**src/quad_counter_pkg.sv**
```systemverilog
// constants, register map and carrier types of the quad counter gate control
// assumes a 200 MHz pclk and a 32-bit APB slave with a 12-bit byte address
package quad_counter_pkg;

    localparam longint CLK_PERIOD_NS = 5;
    localparam longint TENTH_SEC_NS = 100_000_000;
    localparam int TENTH_CYCLES = int'(TENTH_SEC_NS / CLK_PERIOD_NS);
    localparam logic [9:0] MINUTE_TENTHS = 10'd600;
    localparam longint DWELL_STEP_NS = 500_000_000;
    localparam int DWELL_STEP_CYCLES = int'(DWELL_STEP_NS / CLK_PERIOD_NS);

    localparam logic [11:0] CTRL_OFS = 12'h000;
    localparam logic [11:0] CMD_OFS = 12'h004;
    localparam logic [11:0] STATUS_OFS = 12'h008;
    localparam logic [11:0] EVT_PRESET_OFS = 12'h00C;
    localparam logic [11:0] EVENT_OFS = 12'h010;
    localparam logic [11:0] CHAN_OFS = 12'h014;
    localparam logic [11:0] IRQ_STATUS_OFS = 12'h024;
    localparam logic [11:0] IRQ_MASK_OFS = 12'h028;

    localparam int CTRL_TB_LSB = 0;
    localparam int CTRL_SEL_LSB = 2;
    localparam int CTRL_MULT_LSB = 4;
    localparam int CTRL_EXPO_LSB = 8;
    localparam int CTRL_DWELL_LSB = 11;
    localparam int CTRL_EMODE_LSB = 16;

    localparam int CMD_START = 0;
    localparam int CMD_STOP = 1;
    localparam int CMD_CLEAR = 2;
    localparam int CMD_EVT_CLEAR = 3;
    localparam int CMD_REMOTE = 4;
    localparam int CMD_LOCAL = 5;

    localparam int ST_RUN = 0;
    localparam int ST_DWELL = 1;
    localparam int ST_OVF_LSB = 2;
    localparam int ST_REMOTE = 6;
    localparam int ST_LIMIT = 7;

    localparam int IRQ_END = 0;
    localparam int IRQ_OVF = 1;
    localparam int IRQ_LIMIT = 2;

    localparam logic [3:0] MULT_MAX = 4'h9;
    localparam logic [2:0] EXPO_MAX = 3'h7;

    typedef enum logic [1:0] {TB_TENTH, TB_MINUTE, TB_OUTSIDE} timebase_type;
    typedef enum logic [1:0] {EV_OFF, EV_PER_CYCLE, EV_OUTSIDE, EV_LIMIT} event_mode_type;
    typedef enum logic [1:0] {PH_IDLE, PH_RUN, PH_DWELL} phase_type;

    typedef struct packed {
        logic psel;
        logic penable;
        logic pwrite;
        logic [11:0] paddr;
        logic [31:0] pwdata;
    } apb_req_type;

    typedef struct packed {
        logic count;
        logic stop;
        logic clear;
        logic select;
        logic timebase;
        logic mult;
        logic expo;
        logic [4:0] dwell;
    } panel_type;

    typedef struct packed {
        phase_type phase;
        logic [31:0] timer;
        logic [31:0] tick;
        logic [9:0] tenths;
        logic [3:0][31:0] cnt;
        logic [3:0] ovf;
        logic [31:0] evt;
        logic [31:0] evt_pre;
        timebase_type tb;
        logic [1:0] sel;
        logic [3:0] mult;
        logic [2:0] expo;
        logic [4:0] dwell;
        event_mode_type emode;
        logic remote;
        logic limit_hit;
        logic [2:0] irq_st;
        logic [2:0] irq_mask;
        logic [2:0] pulse_prev;
        logic src_prev;
        logic evt_prev;
        logic [31:0] disp;
        logic [31:0] rdata;
        logic err;
    } state_type;

    localparam state_type STATE_RESET = '0;

endpackage

```
**src/quad_counter_gate_control.sv**
```systemverilog
// gate control, BCD tallies, event counter and APB registers of a quad counter
// assumes all inputs synchronous to pclk; pulses counted on rising edges
//
// Summary of operation
// - channel 1 tally decides the counting interval
// - interval start opens all four gates together
// - channel 1 reaching preset closes all gates
// - dwell off means no automatic restart, except in limit mode
// - dwell set: wait, clear channels, restart
// - channel 1 counts tenth-second, minute or outside pulses
// - selected channel drives the eight-digit display
// - host-only presettable eight-digit event counter
// - per-cycle mode adds one per interval
// - host can read event and all tallies
// - outside mode counts pulses below 4 kHz
// - limit mode recycles until event equals preset
// - remote enable locks out panel controls except display select
// - host controls all panel functions, dwell only in remote, plus extras
// - each channel has its own gate
// - master gate enables all four channels
// - overflow flag held until channel cleared
// - preset is M times ten to N; M zero disables
//
// The placing of the registers and the APB slave port were chosen for this implementation.
`timescale 1ns/1ps

module quad_counter_gate_control
    import quad_counter_pkg::*;
#(
    parameter int TENTH_CYC = TENTH_CYCLES,
    parameter int DWELL_CYC = DWELL_STEP_CYCLES
) (
    input wire logic pclk,
    input wire logic presetn,
    input wire logic clk_en,
    input wire apb_req_type apb,
    output logic [31:0] prdata,
    output logic pready,
    output logic pslverr,
    input wire logic [2:0] count_pulse,
    input wire logic outside_pulse_source,
    input wire logic event_pulse,
    input wire logic master_gate,
    input wire logic [3:0] chan_gate,
    input wire panel_type panel,
    output logic [3:0] chan_gate_open,
    output logic gate_lamp,
    output logic [31:0] display_value,
    output logic [1:0] display_chan,
    output logic [3:0] overflow,
    output logic remote_lamp,
    output logic irq
);

    state_type q;
    state_type d;

    logic wr;
    logic setup;
    logic [5:0] cmd;
    logic local_ok;
    logic start;
    logic stop;
    logic clear;
    logic tenth_tick;
    logic minute_tick;
    logic [3:0] hits;
    logic [3:0] open;
    logic [3:0] ovf_set;
    logic [3:0][32:0] inc;
    logic [32:0] evt_inc;
    logic ev_end;
    logic ev_lim;
    logic [4:0] dwell_eff;
    logic [31:0] target;
    logic [2:0] irq_ev;

    // ripple carry through eight BCD digits; bit 32 is the carry out
    function automatic logic [32:0] bcd_inc(input logic [31:0] v);
        logic [32:0] r;
        logic c;
        r = '0;
        c = 1'b1;
        for (int i = 0; i < 8; i++) begin
            if (c && v[4*i +: 4] == 4'h9) begin
                r[4*i +: 4] = 4'h0;
            end else begin
                r[4*i +: 4] = v[4*i +: 4] + {3'h0, c};
                c = 1'b0;
            end
        end
        r[32] = c;
        return r;
    endfunction

    // BCD form of M x 10^N is the digit M placed at decade N
    function automatic logic [31:0] preset_bcd(input logic [3:0] m, input logic [2:0] n);
        return {28'h0, m} << {n, 2'b00};
    endfunction

    function automatic logic hit_addr(input logic [11:0] a);
        return a == CTRL_OFS || a == CMD_OFS || a == STATUS_OFS || a == EVT_PRESET_OFS
            || a == EVENT_OFS || (a >= CHAN_OFS && a < IRQ_STATUS_OFS && a[1:0] == 2'b00)
            || a == IRQ_STATUS_OFS || a == IRQ_MASK_OFS;
    endfunction

    always_comb begin
        d = q;
        wr = apb.psel & apb.penable & apb.pwrite;
        setup = apb.psel & ~apb.penable;
        cmd = (wr && apb.paddr == CMD_OFS) ? apb.pwdata[5:0] : 6'h00;
        local_ok = ~q.remote;
        start = cmd[CMD_START] | (panel.count & local_ok);
        stop = cmd[CMD_STOP] | (panel.stop & local_ok);
        clear = cmd[CMD_CLEAR] | (panel.clear & local_ok);
        dwell_eff = q.remote ? q.dwell : panel.dwell;
        ev_end = 1'b0;
        ev_lim = 1'b0;
        ovf_set = 4'h0;

        // free-running time bases
        tenth_tick = q.tick == 32'(TENTH_CYC - 1);
        minute_tick = tenth_tick && q.tenths == MINUTE_TENTHS - 10'd1;
        d.tick = tenth_tick ? 32'h0 : q.tick + 32'h1;
        if (tenth_tick) begin
            d.tenths = minute_tick ? 10'h0 : q.tenths + 10'h1;
        end

        d.pulse_prev = count_pulse;
        d.src_prev = outside_pulse_source;
        d.evt_prev = event_pulse;
        hits[3:1] = count_pulse & ~q.pulse_prev;
        case (q.tb)
            TB_TENTH: hits[0] = tenth_tick;
            TB_MINUTE: hits[0] = minute_tick;
            TB_OUTSIDE: hits[0] = outside_pulse_source & ~q.src_prev;
            default: hits[0] = 1'b0;
        endcase

        // all four gates follow the one interval state
        open = (q.phase == PH_RUN && master_gate) ? chan_gate : 4'h0;

        // clearing drops the flags first so a same-cycle overflow survives
        if (clear) begin
            d.ovf = 4'h0;
        end
        for (int i = 0; i < 4; i++) begin
            inc[i] = bcd_inc(q.cnt[i]);
            if (open[i] && hits[i]) begin
                d.cnt[i] = inc[i][31:0];
                if (inc[i][32]) begin
                    d.ovf[i] = 1'b1;
                    ovf_set[i] = 1'b1;
                end
            end
        end

        // BCD compares like binary, so >= also ends an interval left past its preset
        target = preset_bcd(q.mult, q.expo);
        if (q.phase == PH_RUN && q.mult != 4'h0 && d.cnt[0] >= target) begin
            ev_end = 1'b1;
        end

        evt_inc = bcd_inc(q.evt);
        if (q.emode == EV_OUTSIDE && event_pulse && !q.evt_prev) begin
            d.evt = evt_inc[31:0];
        end
        if (ev_end && (q.emode == EV_PER_CYCLE || q.emode == EV_LIMIT)) begin
            d.evt = evt_inc[31:0];
            if (q.emode == EV_LIMIT && evt_inc[31:0] == q.evt_pre) begin
                ev_lim = 1'b1;
            end
        end
        if (cmd[CMD_EVT_CLEAR]) begin
            d.evt = 32'h0;
            d.limit_hit = 1'b0;
        end
        // flag set after the clear so a same-cycle limit hit is kept
        if (ev_lim) begin
            d.limit_hit = 1'b1;
        end

        case (q.phase)
            PH_IDLE: begin
                if (start) begin
                    d.phase = PH_RUN;
                    d.limit_hit = 1'b0;
                end
            end
            PH_RUN: begin
                if (stop) begin
                    d.phase = PH_IDLE;
                end else if (ev_end) begin
                    if (ev_lim || (dwell_eff == 5'h0 && q.emode != EV_LIMIT)) begin
                        d.phase = PH_IDLE;
                    end else begin
                        d.phase = PH_DWELL;
                        d.timer = 32'(dwell_eff) * 32'(DWELL_CYC);
                    end
                end
            end
            PH_DWELL: begin
                if (stop) begin
                    d.phase = PH_IDLE;
                end else if (q.timer == 32'h0) begin
                    d.phase = PH_RUN;
                    d.cnt = '0;
                    d.ovf = 4'h0;
                end else begin
                    d.timer = q.timer - 32'h1;
                end
            end
            default: d.phase = PH_IDLE;
        endcase

        if (clear) begin
            d.cnt = '0;
        end

        // panel controls, locked out in remote except display select
        if (panel.select) begin
            d.sel = q.sel + 2'h1;
        end
        if (local_ok) begin
            if (panel.timebase) begin
                d.tb = (q.tb == TB_OUTSIDE) ? TB_TENTH : timebase_type'(q.tb + 2'h1);
            end
            if (panel.mult) begin
                d.mult = (q.mult == MULT_MAX) ? 4'h0 : q.mult + 4'h1;
            end
            if (panel.expo) begin
                d.expo = q.expo + 3'h1;
            end
        end

        // host side, allowed in either mode
        if (cmd[CMD_REMOTE]) begin
            d.remote = 1'b1;
        end
        if (cmd[CMD_LOCAL]) begin
            d.remote = 1'b0;
        end
        if (wr && apb.paddr == CTRL_OFS) begin
            if (apb.pwdata[CTRL_TB_LSB +: 2] != 2'h3) begin
                d.tb = timebase_type'(apb.pwdata[CTRL_TB_LSB +: 2]);
            end
            d.sel = apb.pwdata[CTRL_SEL_LSB +: 2];
            if (apb.pwdata[CTRL_MULT_LSB +: 4] <= MULT_MAX) begin
                d.mult = apb.pwdata[CTRL_MULT_LSB +: 4];
            end
            d.expo = apb.pwdata[CTRL_EXPO_LSB +: 3];
            d.dwell = apb.pwdata[CTRL_DWELL_LSB +: 5];
            d.emode = event_mode_type'(apb.pwdata[CTRL_EMODE_LSB +: 2]);
        end
        if (wr && apb.paddr == EVT_PRESET_OFS) begin
            d.evt_pre = apb.pwdata;
        end
        if (wr && apb.paddr == IRQ_MASK_OFS) begin
            d.irq_mask = apb.pwdata[2:0];
        end

        // write one clears, a new event in the same cycle wins
        irq_ev = {ev_lim, |ovf_set, ev_end};
        d.irq_st = q.irq_st;
        if (wr && apb.paddr == IRQ_STATUS_OFS) begin
            d.irq_st = q.irq_st & ~apb.pwdata[2:0];
        end
        d.irq_st = d.irq_st | irq_ev;

        d.disp = q.cnt[q.sel];

        // read data is captured in the setup cycle so pready needs no wait state
        if (setup) begin
            d.err = ~hit_addr(apb.paddr);
            d.rdata = 32'h0;
            if (apb.paddr == CTRL_OFS) begin
                d.rdata[CTRL_TB_LSB +: 2] = q.tb;
                d.rdata[CTRL_SEL_LSB +: 2] = q.sel;
                d.rdata[CTRL_MULT_LSB +: 4] = q.mult;
                d.rdata[CTRL_EXPO_LSB +: 3] = q.expo;
                d.rdata[CTRL_DWELL_LSB +: 5] = q.dwell;
                d.rdata[CTRL_EMODE_LSB +: 2] = q.emode;
            end else if (apb.paddr == STATUS_OFS) begin
                d.rdata[ST_RUN] = q.phase == PH_RUN;
                d.rdata[ST_DWELL] = q.phase == PH_DWELL;
                d.rdata[ST_OVF_LSB +: 4] = q.ovf;
                d.rdata[ST_REMOTE] = q.remote;
                d.rdata[ST_LIMIT] = q.limit_hit;
            end else if (apb.paddr == EVT_PRESET_OFS) begin
                d.rdata = q.evt_pre;
            end else if (apb.paddr == EVENT_OFS) begin
                d.rdata = q.evt;
            end else if (apb.paddr >= CHAN_OFS && apb.paddr < IRQ_STATUS_OFS) begin
                d.rdata = q.cnt[2'(apb.paddr[11:2] - CHAN_OFS[11:2])];
            end else if (apb.paddr == IRQ_STATUS_OFS) begin
                d.rdata[2:0] = q.irq_st;
            end else if (apb.paddr == IRQ_MASK_OFS) begin
                d.rdata[2:0] = q.irq_mask;
            end
        end
    end

    always_ff @(posedge pclk or negedge presetn) begin
        if (!presetn) begin
            q <= STATE_RESET;
        end else if (clk_en) begin
            q <= d;
        end
    end

    assign prdata = q.rdata;
    assign pready = apb.psel & apb.penable;
    assign pslverr = apb.psel & apb.penable & q.err;
    assign chan_gate_open = open;
    assign gate_lamp = q.phase == PH_RUN && master_gate;
    assign display_value = q.disp;
    assign display_chan = q.sel;
    assign overflow = q.ovf;
    assign remote_lamp = q.remote;
    assign irq = |(q.irq_st & q.irq_mask);

endmodule

```
**src/verif/pulse_source.sv**
```systemverilog
// partner: pulse trains for channels 2..4, outside source and event input
// assumes bursts are requested from one process at a time
`timescale 1ns/1ps

module pulse_source (
    input wire logic pclk,
    output logic [4:0] pulses
);
    initial pulses = 5'h00;

    // lines idle low; gap spaces pulses, event line needs it wide
    task automatic burst(input logic [4:0] mask, input int n, input int gap);
        for (int i = 0; i < n; i++) begin
            if (i > 0) begin
                repeat (gap) @(posedge pclk);
            end
            @(posedge pclk);
            pulses <= mask;
            @(posedge pclk);
            pulses <= 5'h00;
        end
    endtask
endmodule

```
**src/verif/tb.sv**
```systemverilog
// bench: APB host, gate levels and pulse partner around the quad counter
// assumes pulse_source and the bound checker are compiled alongside
`timescale 1ns/1ps

module tb;
    import quad_counter_pkg::*;
    localparam int TENTH = 10;
    logic pclk = 1'b0;
    logic presetn = 1'b0;
    apb_req_type bus = '0;
    panel_type panel = '0;
    logic master_gate = 1'b1;
    logic clk_en = 1'b1;
    logic [1:0] display_chan;
    logic [3:0] overflow;
    logic [3:0] chan_gate = 4'hF;
    logic [4:0] pulses;
    logic [31:0] prdata, display_value, rd;
    logic pready, pslverr, gate_lamp, remote_lamp, irq, err;
    logic [3:0] chan_gate_open;
    int failures = 0;
    int total_checks = 0;
    int cycles = 0;
    int t;
    int exp_cnt[4];

    always #2.5 pclk = ~pclk;

    quad_counter_gate_control #(.TENTH_CYC(TENTH), .DWELL_CYC(5))
        quad_counter_gate_control_inst (
        .pclk(pclk), .presetn(presetn), .clk_en(clk_en), .apb(bus), .prdata(prdata),
        .pready(pready), .pslverr(pslverr), .count_pulse(pulses[2:0]),
        .outside_pulse_source(pulses[3]), .event_pulse(pulses[4]), .master_gate(master_gate),
        .chan_gate(chan_gate), .panel(panel), .chan_gate_open(chan_gate_open),
        .gate_lamp(gate_lamp), .display_value(display_value),
        .display_chan(display_chan), .overflow(overflow), .remote_lamp(remote_lamp),
        .irq(irq));

    pulse_source pulse_source_inst (.pclk(pclk), .pulses(pulses));

    task automatic finish_test;
        $display("checks %0d mismatches %0d", total_checks, failures);
        if (failures == 0 && total_checks > 0) begin
            $display("TB: PASS");
        end else begin
            $display("TB: FAIL");
        end
        $finish;
    endtask

    always @(posedge pclk) begin
        cycles++;
        if (cycles == 80000) begin
            failures++;
            finish_test();
        end
    end

    task automatic chk(input string name, input logic [31:0] exp, input logic [31:0] got);
        total_checks++;
        if (got !== exp) begin
            failures++;
            $display("[ERR] %s expected %h seen %h", name, exp, got);
        end
    endtask

    task automatic xfer(input logic w, input logic [11:0] a, input logic [31:0] d);
        int n;
        n = 0;
        @(posedge pclk);
        bus <= '{psel: 1'b1, penable: 1'b0, pwrite: w, paddr: a, pwdata: d};
        @(posedge pclk);
        bus.penable <= 1'b1;
        // no cycle limit here: only the bench timeout ends a stuck access
        do begin
            @(posedge pclk);
            n++;
        end while (pready !== 1'b1);
        chk("pready_wait", 32'h1, 32'(n));
        rd = prdata;
        err = pslverr;
        bus <= '0;
    endtask

    task automatic rd_chk(input string name, input logic [11:0] a, input logic [31:0] exp);
        xfer(1'b0, a, 32'h0);
        chk(name, exp, rd);
    endtask

    task automatic wait_lamp(input logic v, input int lim);
        // sampled on falling edges, away from the edge that updates the lamp
        t = 0;
        @(negedge pclk);
        while (gate_lamp !== v && t < lim) begin
            @(negedge pclk);
            t++;
        end
        chk("gate_lamp", 32'(v), 32'(gate_lamp));
        @(posedge pclk);
    endtask

    initial begin
        t = $urandom(32'hF5FC);
        repeat (2) @(posedge pclk);
        presetn <= 1'b1;
        rd_chk("ctrl", CTRL_OFS, 32'h0);
        rd_chk("status", STATUS_OFS, 32'h0);
        rd_chk("unmapped", 12'h030, 32'h0);
        chk("pslverr", 32'h1, 32'(err));
        xfer(1'b1, CMD_OFS, 32'h1 << CMD_REMOTE);
        repeat (2) @(posedge pclk);
        chk("remote_lamp", 32'h1, 32'(remote_lamp));
        $display("test reset done");

        for (int b = 0; b < 2; b++) begin
            xfer(1'b1, CTRL_OFS, 32'(b) | (32'h1 << CTRL_MULT_LSB));
            xfer(1'b1, CMD_OFS, 32'h5);
            wait_lamp(1'b1, 10);
            wait_lamp(1'b0, 7000);
            chk("span", 32'h1, 32'(t <= (b ? 601 : 2) * TENTH + 5));
            rd_chk("chan1", CHAN_OFS, 32'h1);
        end
        $display("test timebase done");

        // ch1 fed by outside pulses, preset 3, per-cycle events, display ch2
        xfer(1'b1, CTRL_OFS, 32'h2 | (32'h1 << CTRL_SEL_LSB) | (32'h3 << CTRL_MULT_LSB)
            | (32'h1 << CTRL_EMODE_LSB));
        chan_gate <= 4'($urandom) | 4'h1;
        master_gate <= 1'b0;
        xfer(1'b1, CMD_OFS, 32'hD);
        pulse_source_inst.burst(5'h0F, 2, 1);
        rd_chk("masked", CHAN_OFS, 32'h0);
        master_gate <= 1'b1;
        pulse_source_inst.burst(5'h0F, 5, 1);
        wait_lamp(1'b0, 20);
        for (int k = 0; k < 4; k++) begin
            exp_cnt[k] = chan_gate[k] ? 3 : 0;
            rd_chk("tally", CHAN_OFS + 12'(4 * k), 32'(exp_cnt[k]));
        end
        chk("display", 32'(exp_cnt[1]), display_value);
        chk("overflow", 32'h0, 32'(overflow));
        rd_chk("event", EVENT_OFS, 32'h1);
        chk("gate_lamp", 32'h0, 32'(gate_lamp));
        chk("irq", 32'h0, 32'(irq));
        xfer(1'b1, IRQ_MASK_OFS, 32'h1);
        repeat (2) @(posedge pclk);
        chk("irq", 32'h1, 32'(irq));
        xfer(1'b1, IRQ_STATUS_OFS, 32'h1);
        repeat (2) @(posedge pclk);
        chk("irq", 32'h0, 32'(irq));
        panel.count <= 1'b1;
        @(posedge pclk);
        panel.count <= 1'b0;
        repeat (3) @(posedge pclk);
        chk("gate_lamp", 32'h0, 32'(gate_lamp));
        $display("test gating done");

        xfer(1'b1, EVT_PRESET_OFS, 32'h2);
        xfer(1'b1, CTRL_OFS, 32'h2 | (32'h2 << CTRL_MULT_LSB) | (32'h1 << CTRL_DWELL_LSB)
            | (32'h3 << CTRL_EMODE_LSB));
        xfer(1'b1, CMD_OFS, 32'hD);
        pulse_source_inst.burst(5'h0F, 2, 1);
        wait_lamp(1'b0, 20);
        wait_lamp(1'b1, 40);
        // one step of 5 cycles plus the restart edge, less the two starting half cycles
        chk("dwell_span", 32'h5, 32'(t));
        rd_chk("chan1", CHAN_OFS, 32'h0);
        pulse_source_inst.burst(5'h0F, 2, 1);
        repeat (40) @(posedge pclk);
        chk("gate_lamp", 32'h0, 32'(gate_lamp));
        rd_chk("event", EVENT_OFS, 32'h2);
        rd_chk("status", STATUS_OFS, 32'hC0);
        $display("test dwell done");

        xfer(1'b1, CTRL_OFS, 32'h2 << CTRL_EMODE_LSB);
        xfer(1'b1, CMD_OFS, 32'h9);
        pulse_source_inst.burst(5'h10, 2, 50001);
        chk("gate_lamp", 32'h1, 32'(gate_lamp));
        rd_chk("event", EVENT_OFS, 32'h2);
        clk_en <= 1'b0;
        panel.select <= 1'b1;
        @(posedge pclk);
        panel.select <= 1'b0;
        clk_en <= 1'b1;
        @(posedge pclk);
        chk("display_chan", 32'h0, 32'(display_chan));
        panel.select <= 1'b1;
        @(posedge pclk);
        panel.select <= 1'b0;
        @(posedge pclk);
        chk("display_chan", 32'h1, 32'(display_chan));
        xfer(1'b1, CMD_OFS, 32'h1 << CMD_STOP);
        wait_lamp(1'b0, 5);
        $display("test event done");
        finish_test();
    end
endmodule
```
**config.mk**
```make
export PLATFORM = sky130hd
export DESIGN_NAME = quad_counter_gate_control
export DESIGN_NICKNAME = d
export VERILOG_FILES = /design/src/quad_counter_pkg.sv /design/src/quad_counter_gate_control.sv /design/src/verif/pulse_source.sv /design/src/verif/tb.sv
export SDC_FILE = /design/constraint.sdc
export NUM_CORES = 1
export LEC_CHECK = 0
export ABC_AREA = 1
export BUFFER_PORTS_ARGS = -buffer_cell sky130_fd_sc_hd__buf_4
export CORE_MARGIN = 2
export CORE_UTILIZATION = 49
export DETAILED_ROUTE_END_ITERATION = 12
export GPL_ROUTABILITY_DRIVEN = 0
export HOLD_SLACK_MARGIN = 0.1
export PLACE_DENSITY = 0.77
export SYNTH_ARGS = -nofsm -noshare
export SYNTH_HDL_FRONTEND = slang
export SYNTH_SLANG_ARGS = --single-unit
export TNS_END_PERCENT = 5
```
**constraint.sdc**
```tcl
create_clock -name pclk -period 6.5 [get_ports pclk]
set_input_delay 1.3 -clock pclk [delete_from_list [all_inputs] [get_ports pclk]]
set_output_delay 1.3 -clock pclk [all_outputs]
set_load 0.02 [all_outputs]
```
; Word-level counts from Yosys, hierarchy flattened
; Index checks and enable logic that the tools add are counted.
[word_totals]
regBits = 368
wordCells = 422
inputBits = 72
output_inout_bits = 79
[classes]
reduce_logical = 90
eq_ne = 68
mux = 160
magnitude_cmp = 6
n_mul = 1
bitwise_logic = 21
add_sub_neg = 48
shift = 1
[op_table]
columns = operator, count
row1 = 2-to-1 mux 32 bit, 16
row2 = 2-to-1 mux 132 bit, 3
row3 = 2-to-1 mux 4 bit, 45
row4 = == test 4 bit (second input constant), 41
row5 = adder 4 x 1 -> 4 bit, 35
row6 = binary-select mux 32 bit (select 2 bit), 2
row7 = 2-to-1 mux 128 bit, 1
row8 = 2-to-1 mux 1 bit, 64
row9 = case mux 32 bit (2 select lines), 1
row10 = logical AND 1 bit, 55
row11 = 2-to-1 mux 18 bit, 2
row12 = 2-to-1 mux 34 bit, 1
row13 = adder 32 x 1 -> 32 bit (second input constant), 1
row14 = == test 32 x 25 -> 1 bit (second input constant), 1
row15 = == test 32 bit, 1
row16 = >= comparator 32 bit, 1
row17 = logical NOT 32 bit, 1
row18 = << shifter 4 x 5 -> 32 bit, 1
row19 = subtractor 32 x 1 -> 32 bit (second input constant), 1
row20 = 2-to-1 mux 29 bit, 1
row21 = adder 4 x 1 -> 4 bit (second input constant), 6
row22 = == test 12 x 4 -> 1 bit (second input constant), 2
row23 = == test 12 x 6 -> 1 bit (second input constant), 2
row24 = multiplier 5 x 19 -> 24 bit (second input constant), 1
row25 = other kinds (47), 110

; Logic depth before layout (Yosys ltp)
[logic_depth]
ltp_word = 27
ltp_mapped = 33
depth_no_buf = 32

; Worst setup path after synthesis
; No wires, ideal clock.
[synth_timing]
path_type = in2reg
start = input panel[3] (netlist bit)
end = register q[360] (netlist bit)
path_slack_ns = 1.337
setup_ns = 0.117
arrival_time_ns = 5.046
path_stages = 19
n_path_buf = 0
cell_sequence = o21ai_0 inv_1 fa_1 inv_1 fa_1 inv_1 ha_1 ha_1 a21oi_1 nand2_1 a21oi_1 o21ai_0 a21boi_0 o21ai_0 or2_2 nand3_1 nand2_1 nand3_1 nand2_1
[synth_between]
elab_chain_len = 6
elab_cells_between_ends = 11
cone_classes = mul: 1 / eq/ne: 1 / mux: 5 / reduce/logical: 4
[synth_lines]
columns = element, line_no
row1 = from (decl), quad_counter_gate_control.sv:45  ; input wire panel_type panel,
row2 = 2-to-1 mux 5 bit (*), quad_counter_gate_control.sv:116  ; dwell_eff = q.remote ? q.dwell : panel.dwell;
row3 = multiplier 5 x 19 -> 24 bit / logical NOT 5 bit (equally long branches), "quad_counter_gate_control.sv:198, quad_counter_gate_control.sv:194"
row4 = 2-to-1 mux 32 bit / logical AND 1 bit (equally long branches), quad_counter_gate_control.sv:194  ; if (ev_lim || (dwell_eff == 5'h0 && q.emode != EV_LIMIT)) begin
row5 = 2-to-1 mux 34 bit / logical OR 1 bit (equally long branches), "quad_counter_gate_control.sv:193, quad_counter_gate_control.sv:194"
row6 = 2-to-1 mux 32 bit / inequality test 2 bit (equally long branches), -
row7 = case mux 32 bit (2 select lines) / AND reduction 7 bit (equally long branches), -
row8 = to (signal assigned), quad_counter_gate_control.sv:305  ; q <= STATE_RESET;
row9 = to (signal assigned), quad_counter_gate_control.sv:307  ; q <= d;
row10 = to (decl), quad_counter_gate_control.sv:55  ; state_type q;
; Every way passes the cells marked *; elsewhere a longest branch is shown, timed or not. The select of a mux whose other input is x is not followed.
; A chain may end at the register's enable or synchronous reset.

; Final worst setup path
[layout_timing]
start = register q[165] (netlist bit)
end = register q[363] (netlist bit)
[layout_between]
elab_chain_len = 25
elab_cells_between_ends = 41
cone_classes = add/sub: 8 / order compare: 1 / eq/ne: 3 / mux: 18 / reduce/logical: 11
[layout_lines]
columns = element, line_no
row1 = == test 4 bit, quad_counter_gate_control.sv:85  ; if (c && v[4*i +: 4] == 4'h9) begin
row2 = 2-to-1 mux 1 bit, quad_counter_gate_control.sv:85
row3 = logical AND 1 bit, quad_counter_gate_control.sv:85
row4 = 2-to-1 mux 1 bit, quad_counter_gate_control.sv:85
row5 = logical AND 1 bit, quad_counter_gate_control.sv:85
row6 = 2-to-1 mux 1 bit, quad_counter_gate_control.sv:85
row7 = logical AND 1 bit, quad_counter_gate_control.sv:85
row8 = 2-to-1 mux 1 bit, quad_counter_gate_control.sv:85
row9 = [9 not listed], -
row10 = >= comparator 32 bit (*), quad_counter_gate_control.sv:160  ; if (q.phase == PH_RUN && q.mult != 4'h0 && d.cnt[0] >= target) begin
row11 = logical AND 1 bit (*), quad_counter_gate_control.sv:160
row12 = 2-to-1 mux 1 bit (*), quad_counter_gate_control.sv:160
row13 = logical AND 1 bit, quad_counter_gate_control.sv:168  ; if (ev_end && (q.emode == EV_PER_CYCLE || q.emode == EV_LIMIT)) begin
row14 = 2-to-1 mux 1 bit, quad_counter_gate_control.sv:168
row15 = logical OR 1 bit, quad_counter_gate_control.sv:194
row16 = inequality test 2 bit (no source line), -
row17 = AND reduction 7 bit (no source line) (*), -
; Every way passes the cells marked *; elsewhere a longest branch is shown, timed or not.

==> qor.tcl <==
set qor(result_of_the_run) {finished, final reports clean}
set qor(ff_latch_area_sq_um) 9210
set qor(synth_sequential_area_ratio) 0.3524
set qor(net-switching-power_w) 0.003375
set qor(combPwrFrac) 0.342
set qor(die_area_sq_um) 55200
set qor(route.detailed.drc) 0
set qor(holdCritPathClass) {flip-flop to flip-flop}
set qor(p_seq_frac) 0.361
set qor(worstReg2RegStart) {q[165]}
set qor(synthesis.nets) 3809
set qor(critPathSlowestCell) {nand2_4}
set qor(holdPathEnd) {q[294]}
set qor(post-route-period-util) 0.8775
set qor(maximum_number_of_pins_on_one_net_before_global_route_repair) 161
set qor(finalWorstPathRequiredPeriod_ns) 5.704
set qor(area_growth_syn_to_layout_pct) 9.900
set qor(slew_viol_final) 0
set qor(p_per_area_nw_per_um2) 296.4
set qor(postCtsResizedCells) 0
set qor(design_area_sq_um) 28720
set qor(hold-path-cell-count) 1
set qor(maxCapViolations) 0
set qor(rsz_0062_raised_after_global_routing) {false}
set qor(reg2regPathDepth) 32
set qor(floorplan.initialDensity) 0.4963
set qor(slew-limit-headroom) 0.2272
set qor(cts-buffers-inserted) 44
set qor(grt_usage) 0.2849
set qor(synth_area_sq_um) 26140
set qor(cts_post_setup_buffers_inserted) 0
set qor(routed.top_layer) {met5}
set qor(hpwlAfterDp_um) 57920
set qor(clk_latency_ns) 0.60
set qor(fp.coreArea_sq_um) 52660
set qor(irDropWorstVdd_uv) 423.7
set qor(data_required_time_of_the_worst_path_ns) 7.03
set qor(insertedDiodeCount) 0
set qor(final_nets) 3802
set qor(crit-reg2reg-capture) {q[363]}
set qor(cp.buffers_inverters) 4
set qor(ys_warn_count) 0
set qor(drt-initial-drc-count) 2989
set qor(dpl_cell_area_sq_um) 27230
set qor(first_global_vias) 23030
set qor(numPortBuffers) 150
set qor(crit_path_frequent_cell) {nand2_1}
set qor(drt-wirelength-per-cell_um) 18.71
set qor(criticalPathCategory) {flip-flop to flip-flop}
set qor(most-common-layout-cells) {598 x nand2_1, 464 x inv_1, 391 x o21ai_0}
set qor(clkSlewWorstSetupHoldPaths_ns) 0.06
set qor(die_x_um) 234.9
set qor(grt_pass1_wl_um) 127400
set qor(r2r_setup_slack_ns) 0.80
set qor(route.vias.total) 25130
set qor(final_instance_count_without_filler_cells) 4280
set qor(cts_hold_repair.buffers) 0
set qor(cts_max_path_buffers) 3
set qor(start_kind) {flip-flop}
set qor(arrival_ns) 6.23
set qor(postSynthAreaPerCell_sq_um) 7.331
set qor(detailroute.wirelength.met2_um) 34410
set qor(route.detailed.vias_per_inst) 5.872
set qor(ioPinCount) 151
set qor(share_clk_of_total_power) 0.297
set qor(totalNegativeSetupSlack_ns) 0
set qor(cts_root_buf) {clkbuf_16}
set qor(crit_path_end_kind) {flip-flop}
set qor(most_common_cell_after_layout_fill_and_taps_aside) {nand2_1}
set qor(wl_met1_um) 34060
set qor(timing_hold_violations_final) 0
set qor(total_leakage_power_nw) 14.39
set qor(drt_first_pass_iters) 6
set qor(timing.clock.skew_ns) 0.04394
set qor(cts.sinks) 368
set qor(internal_power_w) 0.005139
set qor(routed_wl_um) 80090
set qor(met3RoutedLength_um) 7194
set qor(synth_cell_types) 56
set qor(ys_ff_latch) 368
set qor(grt.overflow.total) 0
set qor(hold_start) {q[294]}
set qor(slowest_delay_ns) 0.44
set qor(worst-path-max-fanout) 33
set qor(chipHeight_um) 234.9
set qor(clock_tree_from_tritoncts) {yes}
set qor(row_count) 84
set qor(total_power_w) 0.008514
set qor(total_of_fill_cells_in_the_finished_design) 4939
set qor(syn_inst) 3565
set qor(swShare) 0.3964
set qor(timing.final.setup_violations) 0
set qor(worst-slew-pin-transition_ns) 1.155
set qor(multiInputGateArea_sq_um) 13990
set qor(route.antenna.remaining_nets) 0
set qor(cpLargestDelayFamily) {simple AND/OR/NAND/NOR gates}
set qor(place.detailed.instances) 4200
set qor(clock.fmax_mhz) 175.3
set qor(ctsHtreeMaxLevel) 2
set qor(number_of_antenna_violations_at_the_first_check_in_global_routing) 3
set qor(final_layout_size_suffix_gt1_frac) 0.08658
## sequential cells by signal, summed over array words and instances, names as in the netlist
register / flops
q: 297
display_value: 32
prdata: 32
overflow: 4
display_chan: 2
remote_lamp: 1
## layer usage
metal | global-route usage | vias to the layer above
li1 | - | 11970
met2 | 0.4270 | 1219
met1 | 0.4013 | 11730
met3 | 0.04323 | 210
met5 | 0 | -
met4 | 0.1414 | 6
## area by class of cell
class,instances,share of cell area
Tap cell,688,0.02997
Multi-Input combinational cell,2489,0.4870
Clock buffer,59,0.04452
Clock inverter,21,0.007362
Sequential cell,368,0.3207
Inverter,474,0.06194
Timing Repair Buffer,181,0.04857
## power by group through the flow
stage | sequential, W | combinational (W) | clock (W)
global route | 0.00312 | 0.00326 | 0.00265
global placement | 0.00308 | 0.00277 | 0
CTS | 0.00306 | 0.00287 | 0.00256
detailed placement | 0.00309 | 0.00284 | 0
finish | 0.00307 | 0.00291 | 0.00253
floorplan | 0.00295 | 0.00217 | 0
## through the flow
| step | setup WS [ns] | hold WS, ns | util |
|---|---|---|---|
| after floorplan | 1.337 | 0.4416 | - |
| after global placement | 0.9152 | 0.4587 | 0.5172 |
| after detailed placement | 0.6815 | 0.4652 | 0.5172 |
| after CTS | 0.8898 | 0.4773 | 0.5455 |
| after global routing | 0.2054 | 0.4853 | 0.5455 |
| final | 0.7962 | 0.4793 | 0.5455 |
## logic make-up (layout without fill, tap and decap cells)
kind of cell	count (synthesis)	after routing	share of synthesized area
XOR/XNOR	107	107	0.03586
flip-flops	368	368	0.3524
buffers and inverters	708	735	0.1133
AND/OR/NAND/NOR	1353	1353	0.2284
AO/OA/AOI/OAI	856	856	0.1830
multiplexers	1	1	0.0004308
adder cells (fa/ha/maj)	172	172	0.08665
## synth_stat cells (all sizes together)
cell type  instances  area share
nand2            612       0.090
inv              470       0.068
o21ai            396       0.076
dfrtp            368        0.35
nor2             332       0.049
a21oi            221       0.042
nand3            178       0.036
ha               157       0.075
clkbuf           148       0.021
nand4            119       0.029
o22ai             92       0.022
xor2              88       0.029
buf               86       0.024
a31oi             50       0.012
nor3              50      0.0096
nor4              39      0.0093
o32ai             24      0.0080
o211ai            21      0.0060
xnor2             19      0.0064
fa                15       0.011
o221ai            13      0.0044
or2               13      0.0031
nand3b             7      0.0020
o2111ai            7      0.0023
o31ai              7      0.0020
clkinv             4     0.00057
a21o               3     0.00086
nor3b              3     0.00086
o21a               3     0.00086
a211oi             2     0.00057
a21boi             2     0.00057
a221oi             2     0.00067
a22o               2     0.00067
a311oi             2     0.00067
a41oi              2     0.00067
o21bai             2     0.00057
o41ai              2     0.00067
a22oi              1     0.00029
a32o               1     0.00038
a32oi              1     0.00034
mux2               1     0.00043
## worst max-delay path by stage
stage | from | endpoint | slack (ns) | cells after the start
final | q[165] | q[363] | 0.80 | 32
after CTS | q[165] | q[363] | 0.89 | 32
after floorplan | panel[3] | q[360] | 1.34 | 19
after detailed placement | panel[3] | q[360] | 0.68 | 20
after global routing | q[165] | q[338] | 0.21 | 32
after global placement | panel[3] | q[360] | 0.92 | 20
No activity file was read; power rests on OpenSTA's default activity.
